**config.mk**
```make
export PLATFORM = sky130hd
export DESIGN_NAME = link_credit_event_monitor
export DESIGN_NICKNAME = d
export VERILOG_FILES = /design/src/rtl/credit_mon_pkg.sv /design/src/rtl/credit_event_match.sv /design/src/rtl/link_credit_event_monitor.sv
export SDC_FILE = /design/constraint.sdc
export NUM_CORES = 1
export LEC_CHECK = 0
export ABC_AREA = 1
export BUFFER_PORTS_ARGS = -buffer_cell sky130_fd_sc_hd__buf_2
export CORE_AREA = 4 4 182 184
export CTS_CLUSTER_DIAMETER = 80
export CTS_CLUSTER_SIZE = 30
export DETAILED_ROUTE_END_ITERATION = 10
export DIE_AREA = 0 0 186 188
export SETUP_SLACK_MARGIN = 0.15
export SLEW_MARGIN = 20
export SYNTH_ARGS = -nofsm -noshare
export SYNTH_HDL_FRONTEND = slang
export SYNTH_SLANG_ARGS = --single-unit
export TNS_END_PERCENT = 5
```
**constraint.sdc**
```tcl
create_clock -name pclk -period 5.9 [get_ports pclk]
set_clock_uncertainty 0.05 [all_clocks]
set_input_delay 1.475 -clock pclk [delete_from_list [all_inputs] [get_ports pclk]]
set_output_delay 1.475 -clock pclk [all_outputs]
set_load 0.05 [all_outputs]
```
**src/rtl/credit_mon_pkg.sv**
```systemverilog
// constants shared by the credit event monitor files
package credit_mon_pkg;
    // ************************************************************
    // event codes and unit mask layout
    // ************************************************************
    localparam logic [7:0] EVT_RES1_REJECT   = 8'h39;
    localparam logic [7:0] EVT_RES1_USE      = 8'h38;
    localparam logic [7:0] EVT_SHR_ACQUIRE   = 8'h33;
    localparam logic [7:0] EVT_SHR_REJECT    = 8'h34;
    localparam int         CODE_LSB          = 0;
    localparam int         UMASK_LSB         = 8;
    localparam int         UMASK_MSB         = 15;
    localparam int         ENABLE_BIT        = 22;
    localparam int         RING_REQ_BIT      = 0;
    localparam int         RING_PAYLOAD_BIT  = 2;
    localparam int         NUM_CLASS         = 6;
    localparam int         NUM_CNT           = 2;

    // message classes, bit position in the unit mask
    localparam logic [2:0] CLS_REQ_RESP      = 3'h0;
    localparam logic [2:0] CLS_SNOOP         = 3'h1;
    localparam logic [2:0] CLS_NODATA_RESP   = 3'h2;
    localparam logic [2:0] CLS_DATA_RESP     = 3'h3;
    localparam logic [2:0] CLS_NC_BYPASS     = 3'h4;
    localparam logic [2:0] CLS_NC_STANDARD   = 3'h5;

    // ************************************************************
    // credit pools
    // ************************************************************
    localparam logic [5:0] SHARED_POOL_SIZE  = 6'h20;
    localparam logic [1:0] RES1_POOL_SIZE    = 2'h2;
    localparam logic [2:0] MAX_ACQ_PER_CYC   = 3'h4;

    // ************************************************************
    // apb register map and reset values
    // ************************************************************
    localparam logic [7:0]  ADDR_SEL0        = 8'h00;
    localparam logic [7:0]  ADDR_SEL1        = 8'h04;
    localparam logic [7:0]  ADDR_CNT0        = 8'h08;
    localparam logic [7:0]  ADDR_CNT1        = 8'h0c;
    localparam logic [7:0]  ADDR_POOL        = 8'h10;
    localparam logic [31:0] SEL_RESET        = 32'h0000_0000;
    localparam logic [31:0] SEL_WRITE_MASK   = 32'h0040_ffff;
    localparam logic [31:0] CNT_RESET        = 32'h0000_0000;
endpackage : credit_mon_pkg

```
**src/rtl/credit_event_match.sv**
```systemverilog
// one counter's event selector: turns per-cycle credit events into an increment
`timescale 1ns/1ps
`default_nettype none
module credit_event_match (
    input  wire logic [31:0] sel,
    input  wire logic [5:0]  res1_reject_cls,
    input  wire logic [5:0]  res1_use_cls,
    input  wire logic [5:0]  shr_reject_cls,
    input  wire logic [2:0]  shr_acq_req_ring,
    input  wire logic [2:0]  shr_acq_payload_ring,
    output logic      [2:0]  inc
);
    logic [7:0] code;
    logic [7:0] umask;
    logic       en;

    assign code  = sel[credit_mon_pkg::CODE_LSB +: 8];
    assign umask = sel[credit_mon_pkg::UMASK_MSB:credit_mon_pkg::UMASK_LSB];
    assign en    = sel[credit_mon_pkg::ENABLE_BIT];

    // ************************************************************
    // event decode
    // ************************************************************
    // class events are a union over the selected classes, so one per cycle at most
    always_comb begin
        inc = 3'h0;
        if (en) begin
            unique case (code)
                credit_mon_pkg::EVT_RES1_REJECT:
                    inc = {2'h0, |(res1_reject_cls & umask[5:0])};
                credit_mon_pkg::EVT_RES1_USE:
                    inc = {2'h0, |(res1_use_cls & umask[5:0])};
                credit_mon_pkg::EVT_SHR_REJECT:
                    inc = {2'h0, |(shr_reject_cls & umask[5:0])};
                credit_mon_pkg::EVT_SHR_ACQUIRE: begin
                    // ring select only, no class filter; one request per cycle
                    // means only one ring carries credits, so the sum stays <= 4
                    if (umask[credit_mon_pkg::RING_REQ_BIT])
                        inc = shr_acq_req_ring;
                    if (umask[credit_mon_pkg::RING_PAYLOAD_BIT])
                        inc = inc | shr_acq_payload_ring;
                end
                default: inc = 3'h0;
            endcase
        end
    end
endmodule : credit_event_match
`default_nettype wire

```
**src/rtl/link_credit_event_monitor.sv**
```systemverilog
// link credit allocator with four credit events counted on two apb counters
// What this block does
// code 0x39 counts requests rejected by both pools
// code 0x38 counts reserved pool one uses
// reserved pool one transfer counts once
// shared pool tried first, then reserved one
// code 0x33 adds shared credits acquired, max four
// acquire mask selects request or payload ring
// code 0x34 counts shared pool rejects
// reject when packet cannot get all credits
// shared reject supports class filter
// class mask in select bits 15 to 8
// these events exist on counters 0-1 only
// several mask bits count the union
//
// The placing of the registers and register access over APB were left to the implementer.
`timescale 1ns/1ps
`default_nettype none
module link_credit_event_monitor (
    input  wire logic        pclk,
    input  wire logic        presetn,
    // apb slave
    input  wire logic        psel,
    input  wire logic        penable,
    input  wire logic        pwrite,
    input  wire logic [7:0]  paddr,
    input  wire logic [31:0] pwdata,
    output logic      [31:0] prdata,
    output logic             pready,
    output logic             pslverr,
    // credit request from the link layer, one per cycle
    input  wire logic        req_valid,
    input  wire logic [2:0]  req_class,
    input  wire logic [2:0]  req_flits,
    input  wire logic        req_payload_ring,
    // credit returns from the far side
    input  wire logic [2:0]  ret_shared_count,
    input  wire logic        ret_res1_valid,
    input  wire logic [2:0]  ret_res1_class,
    // allocation results, one cycle after the request
    output logic             grant_shared,
    output logic             grant_res1,
    output logic             grant_reject
);
    // ************************************************************
    // state
    // ************************************************************
    logic [5:0]  shared_lvl_ff;
    logic [1:0]  res1_lvl_ff [credit_mon_pkg::NUM_CLASS];
    logic [31:0] sel_ff      [credit_mon_pkg::NUM_CNT];
    logic [31:0] cnt_ff      [credit_mon_pkg::NUM_CNT];
    logic [2:0]  inc         [credit_mon_pkg::NUM_CNT];
    logic [5:0]  res1_reject_cls_ff;
    logic [5:0]  res1_use_cls_ff;
    logic [5:0]  shr_reject_cls_ff;
    logic [2:0]  shr_acq_req_ff;
    logic [2:0]  shr_acq_pay_ff;
    logic        grant_shared_ff;
    logic        grant_res1_ff;
    logic        grant_reject_ff;
    logic [31:0] prdata_ff;
    logic        pready_ff;
    logic        pslverr_ff;

    // ************************************************************
    // allocation decision
    // ************************************************************
    logic       cls_ok;
    logic [5:0] cls_onehot;
    logic       nxt_take_shared;
    logic       nxt_take_res1;
    logic       nxt_reject;
    logic [2:0] nxt_acq;

    assign cls_ok     = req_valid && (req_class <= credit_mon_pkg::CLS_NC_STANDARD)
                        && (req_flits != 3'h0)
                        && (req_flits <= credit_mon_pkg::MAX_ACQ_PER_CYC);
    assign cls_onehot = cls_ok ? (6'h01 << req_class) : 6'h00;

    // shared first, reserved one only on a shared miss
    always_comb begin
        nxt_take_shared = 1'b0;
        nxt_take_res1   = 1'b0;
        nxt_reject      = 1'b0;
        nxt_acq         = 3'h0;
        if (cls_ok) begin
            // every flit must fit; a partial fit is still a shared reject
            if ({3'h0, req_flits} <= shared_lvl_ff) begin
                nxt_take_shared = 1'b1;
                nxt_acq         = req_flits;
            end else if (res1_lvl_ff[req_class] != 2'h0) begin
                nxt_take_res1 = 1'b1;
            end else begin
                nxt_reject = 1'b1;
            end
        end
    end

    // ************************************************************
    // shared pool level
    // ************************************************************
    // returns above the pool size are clipped so a faulty peer cannot wrap it
    logic [6:0] shr_sum;
    assign shr_sum = {1'b0, shared_lvl_ff} + {4'h0, ret_shared_count} - {4'h0, nxt_acq};

    always_ff @(posedge pclk or negedge presetn) begin
        if (!presetn) begin
            shared_lvl_ff <= credit_mon_pkg::SHARED_POOL_SIZE;
        end else if (shr_sum > {1'b0, credit_mon_pkg::SHARED_POOL_SIZE}) begin
            shared_lvl_ff <= credit_mon_pkg::SHARED_POOL_SIZE;
        end else begin
            shared_lvl_ff <= shr_sum[5:0];
        end
    end

    // ************************************************************
    // reserved pool one, one counter per class
    // ************************************************************
    // a transfer holds one credit however many flit buffers it fills
    genvar gc;
    generate
        for (gc = 0; gc < credit_mon_pkg::NUM_CLASS; gc++) begin : g_res1
            logic take;
            logic give;
            assign take = nxt_take_res1 && cls_onehot[gc];
            assign give = ret_res1_valid && (ret_res1_class == 3'(gc))
                          && (res1_lvl_ff[gc] != credit_mon_pkg::RES1_POOL_SIZE);
            always_ff @(posedge pclk or negedge presetn) begin
                if (!presetn) begin
                    res1_lvl_ff[gc] <= credit_mon_pkg::RES1_POOL_SIZE;
                end else if (take && !give) begin
                    res1_lvl_ff[gc] <= res1_lvl_ff[gc] - 2'h1;
                end else if (give && !take) begin
                    res1_lvl_ff[gc] <= res1_lvl_ff[gc] + 2'h1;
                end
            end
        end
    endgenerate

    // ************************************************************
    // allocation outputs and event flags
    // ************************************************************
    // registered so counters see a clean one-cycle pulse per event
    always_ff @(posedge pclk or negedge presetn) begin
        if (!presetn) begin
            grant_shared_ff    <= 1'b0;
            grant_res1_ff      <= 1'b0;
            grant_reject_ff    <= 1'b0;
            res1_reject_cls_ff <= 6'h00;
            res1_use_cls_ff    <= 6'h00;
            shr_reject_cls_ff  <= 6'h00;
            shr_acq_req_ff     <= 3'h0;
            shr_acq_pay_ff     <= 3'h0;
        end else begin
            grant_shared_ff    <= nxt_take_shared;
            grant_res1_ff      <= nxt_take_res1;
            grant_reject_ff    <= nxt_reject;
            res1_reject_cls_ff <= nxt_reject ? cls_onehot : 6'h00;
            res1_use_cls_ff    <= nxt_take_res1 ? cls_onehot : 6'h00;
            // a shared miss is a shared reject even if reserved one then wins
            shr_reject_cls_ff  <= (nxt_take_res1 || nxt_reject)
                                  ? cls_onehot : 6'h00;
            shr_acq_req_ff     <= req_payload_ring ? 3'h0 : nxt_acq;
            shr_acq_pay_ff     <= req_payload_ring ? nxt_acq : 3'h0;
        end
    end

    // ************************************************************
    // counters 0 and 1
    // ************************************************************
    logic       apb_write;
    logic       apb_done;
    assign apb_done  = psel && penable && pready_ff;
    assign apb_write = apb_done && pwrite;

    // only two counters exist, nothing else can take these events
    genvar gn;
    generate
        for (gn = 0; gn < credit_mon_pkg::NUM_CNT; gn++) begin : g_cnt
            logic [7:0] sel_addr;
            logic [7:0] cnt_addr;
            assign sel_addr = credit_mon_pkg::ADDR_SEL0 + 8'(4 * gn);
            assign cnt_addr = credit_mon_pkg::ADDR_CNT0 + 8'(4 * gn);

            credit_event_match u_match (
                .sel                  (sel_ff[gn]),
                .res1_reject_cls      (res1_reject_cls_ff),
                .res1_use_cls         (res1_use_cls_ff),
                .shr_reject_cls       (shr_reject_cls_ff),
                .shr_acq_req_ring     (shr_acq_req_ff),
                .shr_acq_payload_ring (shr_acq_pay_ff),
                .inc                  (inc[gn])
            );

            // select register: code, class mask in 15:8, enable
            always_ff @(posedge pclk or negedge presetn) begin
                if (!presetn) begin
                    sel_ff[gn] <= credit_mon_pkg::SEL_RESET;
                end else if (apb_write && paddr == sel_addr) begin
                    sel_ff[gn] <= pwdata & credit_mon_pkg::SEL_WRITE_MASK;
                end
            end

            // software write loads the counter and wins over a same-cycle event
            always_ff @(posedge pclk or negedge presetn) begin
                if (!presetn) begin
                    cnt_ff[gn] <= credit_mon_pkg::CNT_RESET;
                end else if (apb_write && paddr == cnt_addr) begin
                    cnt_ff[gn] <= pwdata;
                end else begin
                    cnt_ff[gn] <= cnt_ff[gn] + {29'h0, inc[gn]};
                end
            end
        end
    endgenerate

    // ************************************************************
    // apb slave
    // ************************************************************
    logic        addr_ok;
    logic [31:0] rd_mux;

    assign addr_ok = (paddr == credit_mon_pkg::ADDR_SEL0) ||
                     (paddr == credit_mon_pkg::ADDR_SEL1) ||
                     (paddr == credit_mon_pkg::ADDR_CNT0) ||
                     (paddr == credit_mon_pkg::ADDR_CNT1) ||
                     (paddr == credit_mon_pkg::ADDR_POOL);

    // read mux; the pool word shows live credit levels
    always_comb begin
        unique case (paddr)
            credit_mon_pkg::ADDR_SEL0: rd_mux = sel_ff[0];
            credit_mon_pkg::ADDR_SEL1: rd_mux = sel_ff[1];
            credit_mon_pkg::ADDR_CNT0: rd_mux = cnt_ff[0];
            credit_mon_pkg::ADDR_CNT1: rd_mux = cnt_ff[1];
            credit_mon_pkg::ADDR_POOL: rd_mux = {14'h0000,
                                                 res1_lvl_ff[5], res1_lvl_ff[4],
                                                 res1_lvl_ff[3], res1_lvl_ff[2],
                                                 res1_lvl_ff[1], res1_lvl_ff[0],
                                                 shared_lvl_ff};
            default:                   rd_mux = 32'h0000_0000;
        endcase
    end

    // one wait state: pready rises in the second access cycle
    always_ff @(posedge pclk or negedge presetn) begin
        if (!presetn) begin
            pready_ff  <= 1'b0;
            pslverr_ff <= 1'b0;
            prdata_ff  <= 32'h0000_0000;
        end else if (psel && penable && !pready_ff) begin
            pready_ff  <= 1'b1;
            pslverr_ff <= !addr_ok;
            prdata_ff  <= (!pwrite && addr_ok) ? rd_mux : 32'h0000_0000;
        end else begin
            pready_ff  <= 1'b0;
            pslverr_ff <= 1'b0;
            prdata_ff  <= 32'h0000_0000;
        end
    end

    // ************************************************************
    // outputs
    // ************************************************************
    assign prdata       = prdata_ff;
    assign pready       = pready_ff;
    assign pslverr      = pslverr_ff;
    assign grant_shared = grant_shared_ff;
    assign grant_res1   = grant_res1_ff;
    assign grant_reject = grant_reject_ff;
endmodule : link_credit_event_monitor
`default_nettype wire

```
==> reports/qor.txt <==
SETUP PATH
---------------------------------------------------------------------------------
CP endpoint ........................................................ shared_lvl_ff[4]
Number of gates on the worst path with buffers counted .............           23
Cells traversed along the worst timing path ........................ buf_2 > ha_1 > inv_1 > nor2_1 > o21ai_0 > nand2_1 > nand2_1 > inv_1 > nor2_2 > nand2_1 > inv_1 > fa_1 > inv_1 > ha_1 > nand2_1 > nand2_1 > nand2_1 > nand3_1 > nand2_1 > nand2_1 > nand2_1 > nand2_1 > nor2_1
Critical Path Start Type ...........................................    input pin
Worst r2r dst ...................................................... shared_lvl_ff[4]
Dominant delay contributor by cell family on the critical path ..... simple AND/OR/NAND/NOR gates
Type of the worst setup path ....................................... input pin to flop
Setup crit start ................................................... req_flits[1]
Worst-case register-to-register setup slack ........................      2.53 ns
Logic depth of the worst register-to-register path .................           23
Worst Path Required ................................................      6.22 ns
Slowest library cell on the worst path .............................         fa_1
Source of the worst register-to-register timing path ............... shared_lvl_ff[1]
Worst path bufs/invs ...............................................            5
Maximum cell stage delay along the critical path ...................      0.40 ns
Critical path's most frequent cell .................................      nand2_1
Worst-path maximum fanout ..........................................            8
CP Data Arrival Time ...............................................      4.38 ns
Kind of capture point of the worst setup path ......................         flop

SYNTH
---------------------------------------------------------------------------------
Count of cell types in the netlist .................................           39
Number of enable-type register cells in the synthesized netlist ....            0
Net Count, Synth ...................................................         1544
Async set-or-reset flop fraction in the synthesized netlist ........       100.0%
Yosys reg bits .....................................................          177
Top cell type's share of synthesized area ..........................       40.28%
Cell area after technology mapping ................................. 0.01056 sq mm
Count of warnings emitted by yosys .................................            0
Most instantiated cells after synthesis ............................ nand2_1 (524), nor2_1 (175), dfrtp_1 (170)
Post-synthesis cell count ..........................................         1456
Cell taking the most area after synthesis ..........................      dfrtp_1
Mean post-synth cell area ..........................................  7.254 sq um
Seq/Total Area, Yosys ..............................................       42.02%
Most frequently used cell type in the post-synthesis netlist .......      nand2_1
Top cells by area in the synthesized netlist ....................... dfrtp_1 (40%), nand2_1 (19%), nor2_1 (6.2%)
Dominant register cell in the synthesized netlist ..................      dfrtp_1

POWER AND IR DROP
---------------------------------------------------------------------------------
Power per standard cell area ....................................... 240.0 mW/mm^2
Tot Pwr ............................................................     2.869 mW
Largest voltage drop on the vdd net ................................     209.3 uV
Reported leakage power .............................................     5.802 nW

PLACED DESIGN
---------------------------------------------------------------------------------
Number of placed cells counting well taps ..........................         1925
Port Buf Inserts ...................................................           96
Post-DP HPWL .......................................................     26.16 mm
Worst slack at placement ...........................................     1.393 ns
Placer congestion estimate .........................................       0.9176

DETAILED ROUTING
---------------------------------------------------------------------------------
Drt initial violations .............................................          741
Wire per inst ...................................................... 17.16 microns
Per-cell via count in the routed design ............................        4.945
Number of DRC violations after detailed routing ....................            0
Total routed wirelength ............................................     33.60 mm
Vias post-DR .......................................................         9682
Number of iterations in the first detailed-routing pass ............            5
Number of antenna-violating nets in the routed design ..............            0

TIMING
---------------------------------------------------------------------------------
Highest clock rate .................................................    246.2 MHz
Setup-failing EPs final ............................................            0
Worst rel slew slack ...............................................       40.15%
Final setup slack of the worst path ................................     1.839 ns
Number of max-slew violations in the final report ..................            0
Unrepaired setup endpoints after global routing ....................        false
Slew of the pin with the lowest slew margin ........................    0.8946 ns
Minimum period implied by the final worst setup slack ..............     4.061 ns
Final hold violation count .........................................            0
Share of the clock period used by the worst path after layout ......       68.83%
Final TNS setup ....................................................         0 ns

WORST HOLD PATH
---------------------------------------------------------------------------------
Worst hold path class .............................................. flop to flop
Depth of the worst hold-timing path ................................            1

GLOBAL ROUTING
---------------------------------------------------------------------------------
Total grt overflow .................................................            0
All-layer global routing usage .....................................       19.49%
Wire length of the first global-routing pass .......................     52.56 mm
Antenna violations before repair ...................................            1
Pin count of the biggest net entering global routing ...............           84
Number of global-route vias before repair ..........................         9427

CTS
---------------------------------------------------------------------------------
Worst-Skew Late Latency ............................................      0.45 ns
Clock slew seen by the registers of the worst setup and hold paths .      0.08 ns
Clock sinks ........................................................          177
Number of buffers inserted during clock tree synthesis .............           17
CTS tree ...........................................................        built
Master cell of the clock root buffer ...............................    clkbuf_16
H-tree depth reported by CTS .......................................            4
CTS Hold Buffers Added .............................................            0
Worst-case clock buffer depth ......................................            2
Post-CTS setup buffers .............................................            0
Post-cts resize count ..............................................            0

FLOORPLANNING
---------------------------------------------------------------------------------
Die Area ........................................................... 0.03497 sq mm
Overall die width ..................................................  186 microns
Placeable Area ..................................................... 0.03139 sq mm
Initial cell density of the core ...................................       33.64%
Die span in y ......................................................  188 microns
Row Count ..........................................................           65
IO Pins ............................................................           97

FINAL LAYOUT
---------------------------------------------------------------------------------
Layout net count ...................................................         1630
Utilization after layout ...........................................       38.09%
Count of filler cells inserted in the layout .......................         3338
Area grow syn2layout ...............................................       13.21%
Share of layout cells above drive strength 1 .......................       13.31%
Count of non-filler cells in the finished layout ...................         1958

FLOW RUN
---------------------------------------------------------------------------------
Max Cap Viol .......................................................            0

STATUS
---------------------------------------------------------------------------------
Result of the run .................................................. complete, no violations

worst min path at each step:
stage | end | startpoint
after floorplan | sel_ff[22] | sel_ff[22]
after global placement | sel_ff[14] | sel_ff[14]
after detailed placement | sel_ff[47] | sel_ff[47]
after CTS | sel_ff[47] | sel_ff[47]
after global routing | sel_ff[47] | sel_ff[47]
final | pready | pready
cell families (layout without fill, tap and decap cells):
family / Yosys count / in the layout / synth area share (%)
AOI/OAI and AO/OA: 148 / 148 / 7.902
xor gates and xnor gates: 39 / 39 / 3.234
adders and majority gates: 28 / 28 / 3.673
buffers and inverters: 179 / 278 / 7.309
DFF: 177 / 177 / 42.02
other: 0 / 1 / 0
and+or+nand+nor: 885 / 885 / 35.86
sequential cells by signal, summed over array words and instances, names as in the netlist:
name and count:
pslverr 1, prdata 32, shr_reject_cls_ff 6, shr_acq_pay_ff 3
grant_res1 1, grant_shared 1, res1_use_cls_ff 6, sel_ff 34
shr_acq_req_ff 3, shared_lvl_ff 6, grant_reject 1, pready 1
res1_reject_cls_ff 6, res1_lvl_ff 12, cnt_ff 64
per-stage QoR:
step | area (sq um) | hold WS [ns]
finish | 11960 | 0.4476
global route | 11950 | 0.4708
CTS | 11950 | 0.4482
detailed placement | 11360 | 0.4307
global placement | 11360 | 0.4226
floorplan | 10560 | 0.4088
final cells by class:
type / instances / area (sq um) / share of cell area (%)
Antenna cell: 1 / 2.502 / 0.02093
Clock buffer: 19 / 452.9 / 3.788
Clock inverter: 13 / 141.4 / 1.183
Inverter: 146 / 550.5 / 4.604
Multi-Input combinational cell: 1100 / 5351 / 44.76
Sequential cell: 177 / 4438 / 37.12
Tap cell: 402 / 503.0 / 4.207
Timing Repair Buffer: 100 / 516.7 / 4.322
report_power, final:
group | internal (mW) | total [mW] | switching [mW] | leakage (nW)
combinational | 0.136 | 0.426 | 0.290 | 3.14
sequential | 1.25 | 1.28 | 0.0336 | 2.38
clock | 0.622 | 1.16 | 0.536 | 0.285
worst register-to-register path: stages, from the launching register on:
cell and delay [ns]:
dfrtp_1 0.41, inv_1 0.11, ha_1 0.25, inv_1 0.06
nor2_1 0.03, o21ai_0 0.13, nand2_1 0.07, nand2_1 0.23
inv_1 0.09, nor2_2 0.17, nand2_1 0.12, inv_1 0.09
fa_1 0.40, inv_1 0.07, ha_1 0.28, nand2_1 0.13
nand2_1 0.06, nand2_1 0.08, nand3_1 0.08, nand2_1 0.08
nand2_1 0.05, nand2_1 0.06, nand2_1 0.10, nor2_1 0.11
per-layer routing:
| metal | global-route usage [%] | routed length [microns] | up-vias |
|---|---|---|---|
| met5 | 0 | 0 | - |
| li1 | - | - | 4780 |
| met2 | 29.62 | 15180 | 266 |
| met3 | 3.938 | 2194 | 66 |
| met4 | 7.315 | 1129 | 0 |
| met1 | 27.40 | 15090 | 4570 |
placed cells by master, fill, tap and decap left out, drive strengths merged:
cell	instances
nand4	7
o22ai	6
clkinvlp	3
nand3b	23
a21oi	38
o21bai	2
or2	6
ha	23
inv	152
xor2	26
fa	5
o21ai	96
nand2	541
and2	1
nand3	100
o2111ai	2
nor2	187
clkbuf	19
dfrtp	170
clkinv	3
diode	1
dfstp	7
and3	2
buf	100
nor3	18
bufinv	1
xnor2	13
o211ai	4
Note: power is estimated with default switching activity, not from simulation.
